$ cat src/sync_output_pkg.sv
// Purpose: Constants for the sync and clock output register bank
// Assumes: Registers are 8 bits wide, one per aligned 32-bit APB word
// Notes: Byte address of a register is four times its index
package sync_output_pkg;

    localparam int NUM_OUT = 8;
    localparam int REG_W = 8;
    localparam int ADDR_W = 12;
    localparam int IDX_LSB = 2;
    localparam int IDX_MSB = 9;

    // Output order: a0, a1, a2, b0, b1, c0, c1, d
    localparam logic [7:0] SEL_DELAY_IDX [NUM_OUT] = '{
        8'h28, 8'h29, 8'h2a, 8'h38, 8'h39, 8'h48, 8'h49, 8'h58
    };
    localparam logic [7:0] STATE_IDX [NUM_OUT] = '{
        8'h2c, 8'h2d, 8'h2e, 8'h3c, 8'h3d, 8'h4c, 8'h4d, 8'h5c
    };
    localparam logic [7:0] CLK_CTRL_IDX [NUM_OUT] = '{
        8'h90, 8'h91, 8'h92, 8'h93, 8'h94, 8'h95, 8'h96, 8'h97
    };
    localparam logic [7:0] ENABLE_IDX = 8'h76;

    // Source select and delay register fields
    localparam int SRC_BIT = 4;
    localparam int DELAY_MSB = 3;
    localparam int DELAY_LSB = 1;
    localparam logic [REG_W-1:0] SEL_DELAY_MASK = 8'h1e;
    localparam logic [REG_W-1:0] SEL_DELAY_RESET = 8'h10;

    // Output state register fields
    localparam int PD_BIT = 7;
    localparam int BIAS_BIT = 5;
    localparam int FMT_BIT = 4;
    localparam int AMP_MSB = 3;
    localparam int AMP_LSB = 2;
    localparam logic [REG_W-1:0] STATE_MASK = 8'hbc;
    localparam logic [REG_W-1:0] STATE_RESET = 8'h00;

    // Clock output control register fields
    localparam int CLK_FMT_BIT = 0;
    localparam int CLK_EN_BIT = 1;
    localparam int CLK_PD_BIT = 2;
    localparam logic [REG_W-1:0] CLK_CTRL_MASK = 8'h07;
    localparam logic [REG_W-1:0] CLK_CTRL_RESET = 8'h00;

    // Shared enable register: output i sits at bit ENABLE_TOP_BIT - i
    localparam int ENABLE_TOP_BIT = 7;
    localparam logic [REG_W-1:0] ENABLE_RESET = 8'h00;

endpackage

$ cat src/reg_slot_if.sv
// Purpose: Write strobes and stored values of one output's registers
// Assumes: Single clock domain, strobes last one cycle
// Notes: The bank drives strobes, the slot returns stored bytes
`timescale 1ns/10ps
`default_nettype none
interface reg_slot_if;
    logic wr_sel_delay;
    logic wr_state;
    logic wr_clk_ctrl;
    logic [7:0] wdata;
    logic [7:0] sel_delay;
    logic [7:0] state;
    logic [7:0] clk_ctrl;

    modport bank (
        output wr_sel_delay,
        output wr_state,
        output wr_clk_ctrl,
        output wdata,
        input sel_delay,
        input state,
        input clk_ctrl
    );

    modport slot (
        input wr_sel_delay,
        input wr_state,
        input wr_clk_ctrl,
        input wdata,
        output sel_delay,
        output state,
        output clk_ctrl
    );
endinterface
`default_nettype wire

$ cat src/output_slot.sv
// Purpose: Storage for the three registers of one output
// Assumes: Strobes come decoded from the bank on ref_clk
// Notes: Reserved positions are masked on write so they read zero
`timescale 1ns/10ps
`default_nettype none
module output_slot
    import sync_output_pkg::*;
(
    // Clock and reset
    input wire logic ref_clk,
    input wire logic arst_n,
    // Bank side
    reg_slot_if.slot bus
);

    wire logic [REG_W-1:0] next_sel_delay;
    wire logic [REG_W-1:0] next_state;
    wire logic [REG_W-1:0] next_clk_ctrl;

    assign next_sel_delay = bus.wdata & SEL_DELAY_MASK;
    assign next_state = bus.wdata & STATE_MASK;
    assign next_clk_ctrl = bus.wdata & CLK_CTRL_MASK;

    // Source select resets to the central reference
    always_ff @(posedge ref_clk or negedge arst_n)
    begin
        if (!arst_n)
            bus.sel_delay <= SEL_DELAY_RESET;
        else if (bus.wr_sel_delay)
            bus.sel_delay <= next_sel_delay;
    end

    always_ff @(posedge ref_clk or negedge arst_n)
    begin
        if (!arst_n)
            bus.state <= STATE_RESET;
        else if (bus.wr_state)
            bus.state <= next_state;
    end

    // Differential format, disabled and powered up after reset
    always_ff @(posedge ref_clk or negedge arst_n)
    begin
        if (!arst_n)
            bus.clk_ctrl <= CLK_CTRL_RESET;
        else if (bus.wr_clk_ctrl)
            bus.clk_ctrl <= next_clk_ctrl;
    end

endmodule
`default_nettype wire

$ cat src/sync_output_state_regs.sv
// Purpose: APB register bank for the sync and clock output stages
// Assumes: APB master on ref_clk; zero wait states
// Notes: Outputs ordered a0, a1, a2, b0, b1, c0, c1, d
`timescale 1ns/10ps
`default_nettype none
module sync_output_state_regs
    import sync_output_pkg::*;
(
    // Clock and reset
    input wire logic ref_clk,
    input wire logic arst_n,
    // APB slave
    input wire logic psel,
    input wire logic penable,
    input wire logic pwrite,
    input wire logic [ADDR_W-1:0] paddr,
    input wire logic [31:0] pwdata,
    input wire logic [3:0] pstrb,
    output logic [31:0] prdata,
    output logic pready,
    output logic pslverr,
    // Sync output controls
    output logic [NUM_OUT-1:0] sync_source_select,
    output logic [3*NUM_OUT-1:0] sync_phase_delay,
    output logic [NUM_OUT-1:0] sync_power_down,
    output logic [NUM_OUT-1:0] sync_bias_control,
    output logic [NUM_OUT-1:0] sync_format,
    output logic [2*NUM_OUT-1:0] sync_amplitude,
    output logic [NUM_OUT-1:0] sync_output_enable,
    // Clock output controls
    output logic [NUM_OUT-1:0] clock_out_format,
    output logic [NUM_OUT-1:0] clock_out_enable,
    output logic [NUM_OUT-1:0] clock_out_power_down,
    // Gate for the clock output stages
    input wire logic [NUM_OUT-1:0] clock_in,
    output logic [NUM_OUT-1:0] clock_output
);

    wire logic [7:0] reg_idx;
    wire logic addr_ok;
    wire logic access;
    wire logic setup;
    wire logic wr_en;
    wire logic hit_enable;
    wire logic mapped;
    wire logic [NUM_OUT-1:0] hit_sd;
    wire logic [NUM_OUT-1:0] hit_st;
    wire logic [NUM_OUT-1:0] hit_ck;
    wire logic [REG_W-1:0] rd_sd [NUM_OUT];
    wire logic [REG_W-1:0] rd_st [NUM_OUT];
    wire logic [REG_W-1:0] rd_ck [NUM_OUT];
    logic [REG_W-1:0] enable_bits;
    logic [REG_W-1:0] read_byte;

    // Misaligned or out-of-range addresses are treated as unmapped
    assign reg_idx = paddr[IDX_MSB:IDX_LSB];
    assign addr_ok = (paddr[IDX_LSB-1:0] == 2'h0) && (paddr[ADDR_W-1:IDX_MSB+1] == 2'h0);
    assign setup = psel && !penable;
    assign access = psel && penable;
    assign hit_enable = addr_ok && (reg_idx == ENABLE_IDX);
    assign mapped = hit_enable || (|hit_sd) || (|hit_st) || (|hit_ck);
    // Data sits in lane 0, so only that strobe lets a write through
    assign wr_en = access && pwrite && pstrb[0] && mapped;

    assign pready = 1'b1;
    assign pslverr = access && !mapped;

    generate
        for (genvar i = 0; i < NUM_OUT; i++)
        begin : g_slot
            reg_slot_if slot_bus ();

            assign hit_sd[i] = addr_ok && (reg_idx == SEL_DELAY_IDX[i]);
            assign hit_st[i] = addr_ok && (reg_idx == STATE_IDX[i]);
            assign hit_ck[i] = addr_ok && (reg_idx == CLK_CTRL_IDX[i]);
            assign slot_bus.wr_sel_delay = wr_en && hit_sd[i];
            assign slot_bus.wr_state = wr_en && hit_st[i];
            assign slot_bus.wr_clk_ctrl = wr_en && hit_ck[i];
            assign slot_bus.wdata = pwdata[REG_W-1:0];

            output_slot u_slot (
                .ref_clk(ref_clk),
                .arst_n(arst_n),
                .bus(slot_bus.slot)
            );

            assign rd_sd[i] = slot_bus.sel_delay;
            assign rd_st[i] = slot_bus.state;
            assign rd_ck[i] = slot_bus.clk_ctrl;

            assign sync_source_select[i] = rd_sd[i][SRC_BIT];
            assign sync_phase_delay[3*i +: 3] = rd_sd[i][DELAY_MSB:DELAY_LSB];
            assign sync_power_down[i] = rd_st[i][PD_BIT];
            assign sync_bias_control[i] = rd_st[i][BIAS_BIT];
            assign sync_format[i] = rd_st[i][FMT_BIT];
            assign sync_amplitude[2*i +: 2] = rd_st[i][AMP_MSB:AMP_LSB];
            assign sync_output_enable[i] = enable_bits[ENABLE_TOP_BIT - i];

            assign clock_out_format[i] = rd_ck[i][CLK_FMT_BIT];
            assign clock_out_enable[i] = rd_ck[i][CLK_EN_BIT];
            assign clock_out_power_down[i] = rd_ck[i][CLK_PD_BIT];
            // Disabled or powered-down stage sits at static low
            assign clock_output[i] = clock_in[i] && clock_out_enable[i]
                && !clock_out_power_down[i];
        end
    endgenerate

    always_ff @(posedge ref_clk or negedge arst_n)
    begin
        if (!arst_n)
            enable_bits <= ENABLE_RESET;
        else if (wr_en && hit_enable)
            enable_bits <= pwdata[REG_W-1:0];
    end

    // Read select; unmapped indices read as zero
    always_comb
    begin
        read_byte = hit_enable ? enable_bits : '0;
        for (int i = 0; i < NUM_OUT; i++)
        begin
            read_byte = read_byte
                | ({REG_W{hit_sd[i]}} & rd_sd[i])
                | ({REG_W{hit_st[i]}} & rd_st[i])
                | ({REG_W{hit_ck[i]}} & rd_ck[i]);
        end
    end

    // Captured in the setup cycle so the zero-wait access sees a flop
    always_ff @(posedge ref_clk or negedge arst_n)
    begin
        if (!arst_n)
            prdata <= 32'h0000_0000;
        else if (setup)
            prdata <= {24'h00_0000, read_byte};
    end

endmodule
`default_nettype wire

$ cat config.mk
export PLATFORM = sky130hd
export DESIGN_NAME = sync_output_state_regs
export DESIGN_NICKNAME = d
export VERILOG_FILES = /design/src/sync_output_pkg.sv /design/src/reg_slot_if.sv /design/src/output_slot.sv /design/src/sync_output_state_regs.sv
export SDC_FILE = /design/constraint.sdc
export NUM_CORES = 1
export LEC_CHECK = 0
export BUFFER_PORTS_ARGS = -buffer_cell sky130_fd_sc_hd__buf_2
export CAP_MARGIN = 20
export CORE_ASPECT_RATIO = 0.7
export CORE_MARGIN = 5
export CORE_UTILIZATION = 38
export DETAILED_ROUTE_END_ITERATION = 6
export GPL_ROUTABILITY_DRIVEN = 0
export PLACE_DENSITY_LB_ADDON = 0.15
export SLEW_MARGIN = 0
export SYNTH_ARGS = -nofsm -noshare
export SYNTH_HDL_FRONTEND = slang
export SYNTH_SLANG_ARGS = --single-unit
$ cat constraint.sdc
create_clock -name ref_clk -period 1.8 [get_ports ref_clk]
set_input_delay 0.09 -clock ref_clk [delete_from_list [all_inputs] [get_ports ref_clk]]
set_output_delay 0.09 -clock ref_clk [all_outputs]
set_load 0.1 [all_outputs]
; Word level (Yosys, flattened, before mapping)
; Index checks and enable logic that the tools add are counted.
[op_classes]
n_eq_ne = 25
n_mux = 1
bitwise_logic = 48
reduce_logical = 91
[op_table]
columns = cell, n
row1 = OR 8 bit, 24
row2 = "== test 8 x 6 -> 1 bit, second input constant", 10
row3 = logical AND 1 bit, 73
row4 = AND 8 x 3 -> 8 bit, 8
row5 = AND 8 x 5 -> 8 bit, 8
row6 = AND 8 bit, 8
row7 = "== test 8 bit, second input constant", 8
row8 = "== test 8 x 7 -> 1 bit, second input constant", 7
row9 = OR reduction 8 bit, 3
row10 = logical NOT 1 bit, 10
row11 = two-way mux 8 bit, 1
row12 = logical NOT 2 bit, 2
row13 = logical OR 1 bit, 3
[word_totals]
reg_bits = 112
input_bits = 61
output_inout_bits = 146
word_cells = 191

; Logic depth before layout (Yosys ltp)
[logic_depth]
word_depth = 28
ltp_mapped = 7
ltp_nobuf = 5

; Modules after synthesis
; A second synthesis with hierarchy kept.
[hier_totals]
cells_unflattened = 720
hier_area_um2 = 7432.1
[by_module_without_submodules]
columns = module, n_inst, cells_per_inst, area_per_inst_um2, seq_area_each_um2
row1 = output_slot, 8, 37, 530.5, 301.5
row2 = sync_output_state_regs, 1, 424, 3188.1, 400.4

; Worst setup path after synthesis
; No wires, ideal clock.
[synth_timing]
path_type = input to output
from = input port paddr[4]
to = output port pslverr
t_arrival_ns = 3.217
required_ns = 1.710
setup_slack_ns = -1.507
path_stages = 6
path_buffers = 2
path_cell_list = buf_2 -> buf_1 -> a211oi_1 -> o21ai_0 -> a21oi_1 -> a211oi_1
[synth_between]
elab_chain_cells = 8
word_cells_on_any_way = 58
classes_between = eq/ne (25) / reduce/logical (33)
[synth_lines]
columns = element, line_no
row1 = "start, declared", sync_output_state_regs.sv:16  ; input wire logic [ADDR_W-1:0] paddr,
row2 = == test 8 x 6 -> 1 bit or == test 8 x 7 -> 1 bit (tied branches), sync_output_state_regs.sv:73  ; assign hit_sd[i] = addr_ok && (reg_idx == SEL_DELAY_IDX[i]);
row3 = logical AND 1 bit, sync_output_state_regs.sv:73
row4 = OR reduction 8 bit, sync_output_state_regs.sv:61  ; assign mapped = hit_enable || (|hit_sd) || (|hit_st) || (|hit_ck);
row5 = logical OR 1 bit (2 in series), sync_output_state_regs.sv:61
row6 = logical OR 1 bit *, sync_output_state_regs.sv:61
row7 = logical NOT 1 bit *, sync_output_state_regs.sv:66  ; assign pslverr = access && !mapped;
row8 = logical AND 1 bit *, sync_output_state_regs.sv:66
row9 = "end, declared", sync_output_state_regs.sv:21  ; output logic pslverr,
; Mark *: on every way between the ends. The rest lies on a longest branch, timed or not.

; Worst setup path in the final report
[layout_timing]
from = input port paddr[11]
to = register g_slot[3].u_slot.bus.state[7]
[layout_between]
elab_chain_cells = 9
word_cells_on_any_way = 35
classes_between = reduce/logical (35)
[layout_lines]
columns = element, line_no
row1 = logical NOT 2 bit *, sync_output_state_regs.sv:57  ; assign addr_ok = (paddr[IDX_LSB-1:0] == 2'h0) && (paddr[ADDR_W-1:IDX_MSB+1] == 2'h0);
row2 = logical AND 1 bit *, sync_output_state_regs.sv:57
row3 = logical AND 1 bit, sync_output_state_regs.sv:73
row4 = OR reduction 8 bit, sync_output_state_regs.sv:61
row5 = logical OR 1 bit (3 in series), sync_output_state_regs.sv:61
row6 = logical AND 1 bit, sync_output_state_regs.sv:63  ; assign wr_en = access && pwrite && pstrb[0] && mapped;
row7 = logical AND 1 bit *, sync_output_state_regs.sv:77  ; assign slot_bus.wr_state = wr_en && hit_st[i];
row8 = "end signal, assigned", output_slot.sv:38  ; bus.state <= next_state;
row9 = "end, declared", reg_slot_if.sv:31  ; output state,
; Marked as above.
; A chain may end at the register's enable or synchronous reset.

==> flow_metrics.py <==
metrics = {
    "power_and_ir_drop": {
        "total_power_mw": 5.30,
        "switching_share_pct": 29.6,
        "pwr-share-seq_pct": 47.9,
        "p_int_mw": 3.73,
        "share_comb_of_total_power_pct": 14.8,
        "p_leak_nw": 4.11,
        "ir_worst_vdd_mv": 0.501,
        "p_clk_share_pct": 37.3,
        "switchingPower_mw": 1.57,
        "power.density_nw_per_um2": 675,
    },
    "floorplanning": {
        "die_y_um": 114,
        "core_sq_um": 15300,
        "dieWidth_um": 158,
        "start_util_pct": 38.2,
        "pin_count": 207,
        "die_area_sq_um": 18000,
        "rows": 38,
    },
    "cts": {
        "clock-sinks": 112,
        "cts_tree": "built",
        "clockBufferDepth": 2,
        "clkTransAtPathRegs_ns": 0.08,
        "numCtsBuffers": 9,
        "clk_latency_ns": 0.36,
        "htree_levels": 3,
        "root_buffer": "clkbuf_16",
    },
    "worst_setup_path": {
        "cp-end-kind": "flop",
        "worstSetupPathType": "in2reg",
        "crit_path_start_kind": "primary input",
        "reg2reg_depth": 4,
        "reg2reg_from": "g_slot[6].u_slot.bus.state[2]",
        "critPathMaxStageDelay_ns": 0.59,
        "cp_slowest_cell": "or4b_4",
        "critPathBufInv": 2,
        "r2r-end": "prdata[2]",
        "crit_family": "simple AND/OR/NAND/NOR gates",
        "path_cells": "buf_6 -> or4_4 -> or4b_4 -> nor3_4 -> buf_4 -> mux2_4",
        "r2r_slack_ns": 0.17,
        "path_max_fanout": 6,
        "worstPathRequired_ns": 2.05,
        "arrival_ns": 2.06,
    },
    "synth": {
        "yosysTopAreaCellShare_pct": 44.5,
        "yosys_warnings": 0,
        "yosys.area_share.simple_pct": 13.1,
        "seq_area_frac_synth_pct": 48.1,
        "synth_commonest_cells": "mux2_2 (112), dfrtp_1 (104), buf_4 (27)",
        "yosys.area_share.adder_pct": 0,
        "netlist_instances": 480,
        "yosysTopAreaCell": "dfrtp_1",
        "synth_compound_area_share_pct": 6.03,
        "syn_area_per_cell_sq_um": 12.2,
        "syn-cell-area_sq_um": 5850,
        "synth-edff-count": 0,
        "ys_ff_latch": 112,
        "synth_top_family_by_area": "multiplexers",
        "yosys-top-cells-area": "dfrtp_1 (44%), mux2_2 (22%), dfstp_2 (3.6%), buf_4 (3.5%), mux2i_1 (2.7%)",
        "yosysMostFrequentCell": "mux2_2",
        "synth-async-reset-ratio_pct": 100,
        "muxShareOfSynthArea_pct": 26.6,
        "yosys.area_share.xor_xnor_pct": 0,
        "yosysUniqueCellTypes": 63,
        "synth-main-ff-cell": "dfrtp_1",
    },
    "sta": {
        "period_needed_ns": 1.81,
        "finalCritPeriodShare_pct": 101,
        "hold_violations": 0,
        "maxSlewViolCount": 0,
        "skew_ns": 0.0125,
        "fin_setup_tns_ns": -0.0245,
        "worst_pin_slew_ns": 0.559,
        "relSlewSlack_pct": 62.4,
        "setup_violations": 3,
        "fin_ws_ns": -0.00983,
        "rsz0062_at_grt": "yes",
        "timing.fmax_mhz": 553,
    },
    "finish": {
        "n_antenna_cell": 0,
        "synthToLayoutAreaGrowth_pct": 34.3,
        "drive_above_1_share_pct": 59.4,
        "finalNonFillerCells": 909,
        "stdcell_area_sq_um": 7860,
        "final_nets": 765,
        "post-route-util_pct": 51.3,
    },
    "placed_design": {
        "place_inst": 884,
        "place_area_sq_um": 7400,
        "hpwlAfterDp_um": 15400,
        "io_buffers": 154,
    },
    "drt": {
        "ant_nets": 0,
        "wl_per_cell_um": 21.8,
        "drtIter0Drc": 329,
        "vias_per_cell": 5.29,
        "vias": 4806,
        "drc": 0,
        "firstDrtPassIters": 5,
        "drt_wl_total_um": 19800,
    },
    "hold_path": {
        "hp-class": "in2reg",
        "min_to": "g_slot[6].u_slot.bus.clk_ctrl[0]",
        "min-delay-start": "pwdata[0]",
        "min_path_cells": 2,
    },
    "global_route": {
        "antenna_found_initial": 0,
        "grt_pass1_wl_um": 29600,
        "grt_pass1_vias": 4896,
        "grt_use_total_pct": 21.8,
        "grt_max_degree": 41,
        "grt_overflow": 0,
    },
    "run": {
        "drv_cap": 0,
    },
    "status": {
        "outcome": "finished with violations",
        "violations": "negative setup slack",
    },
}
[area by class of cell]
cell class	instances	area, sq um
repair buffers	244	1580
well taps	200	250
inverters	2	7.51
clock inverters	5	40.0
multi-input cells	335	2900
fillers	1441	7450
flip-flops and latches	112	2820
clock buffers	11	253
[registers in the layout (all words and copies together) (netlist names)]
signal,count
prdata,8
enable_bits,8
g_slot.u_slot.bus.clk_ctrl,24
g_slot.u_slot.bus.state,40
g_slot.u_slot.bus.sel_delay,32
[worst reg2reg max path: stages (launching register included)]
cell and delay, ns:
dfrtp_2 0.41, mux4_2 0.48, and3_1 0.21, a311oi_1 0.28, a31oi_1 0.12
[layout by cell type (no fill, tap or decap), types with 4 or more instances in the layout]
cell type | netlist | layout
dfrtp_1 | 104 | 99
and2_1 | 3 | 4
dfrtp_2 | 0 | 5
buf_12 | 0 | 7
a31oi_1 | 6 | 6
nor2_4 | 0 | 4
clkbuf_16 | 0 | 9
buf_6 | 2 | 8
nand3_1 | 11 | 10
dfstp_2 | 8 | 8
and3b_2 | 1 | 7
nor2b_1 | 5 | 5
and3_1 | 4 | 4
buf_2 | 4 | 149
o21ai_0 | 5 | 5
mux2_2 | 112 | 103
a21oi_1 | 8 | 7
mux2_4 | 0 | 9
nor3_1 | 8 | 8
mux2i_1 | 16 | 16
buf_4 | 27 | 78
nor2_1 | 25 | 20
nand2_1 | 22 | 19
conb_1 | 2 | 25
nand4_1 | 5 | 5
mux4_2 | 6 | 6
[power groups by stage]
stage	clock [mW]	sequential, mW	combinational, mW
after floorplan	0	2.69	0.430
after global placement	0	2.59	0.762
after detailed placement	0	2.59	0.767
after CTS	2.02	2.54	0.778
after global routing	2.12	2.54	0.826
final	1.98	2.54	0.784
[metal layers]
| metal | vias to the layer above | part of all wire [%] | GRT usage, % |
|---|---|---|---|
| met2 | 208 | 40 | 29.4 |
| met4 | 0 | 0.58 | 3.52 |
| met1 | 2408 | 49 | 34.8 |
| met3 | 8 | 10 | 6.22 |
| met5 | - | 0 | 0 |
| li1 | 2182 | - | - |
[how the worst max path moves through the flow]
stage                                         end  cells after the start      start  slack, ns
CTS                                       pslverr                      8   paddr[0]      -0.04
detailed placement  g_slot[4].u_slot.bus.state[3]                      6  paddr[11]      -0.39
global placement    g_slot[4].u_slot.bus.state[2]                      6  paddr[11]      -0.35
finish              g_slot[3].u_slot.bus.state[7]                      6  paddr[11]      -0.01
global route        g_slot[3].u_slot.bus.state[7]                      6  paddr[11]      -0.04
floorplan           g_slot[4].u_slot.bus.state[7]                      6  paddr[11]      -0.32
[through the flow]
stage / setup slack [ns] / hold WS [ns]
after CTS: -0.0424 / 0.107
after floorplan: -0.324 / -0.206
after global routing: -0.0377 / 0.131
final: -0.00983 / 0.120
after global placement: -0.353 / 0.0984
after detailed placement: -0.392 / 0.108
[kinds of logic (layout without fill, tap and decap cells)]
group / Yosys count / after routing
muxes: 134 / 134
and+or+nand+nor: 128 / 128
DFF: 112 / 112
buffers and inverters: 56 / 262
AOI/OAI and AO/OA: 48 / 48
other: 2 / 25
[repair_timing]
item	in CTS	in global routing
setup buffers	5	3
hold endpoints to repair	36	0
pin swaps	4	8
hold buffers	2	0
resized for setup	3	19
endpoints found under the setup margin	6	29
Power figures use the tool's default switching activity.
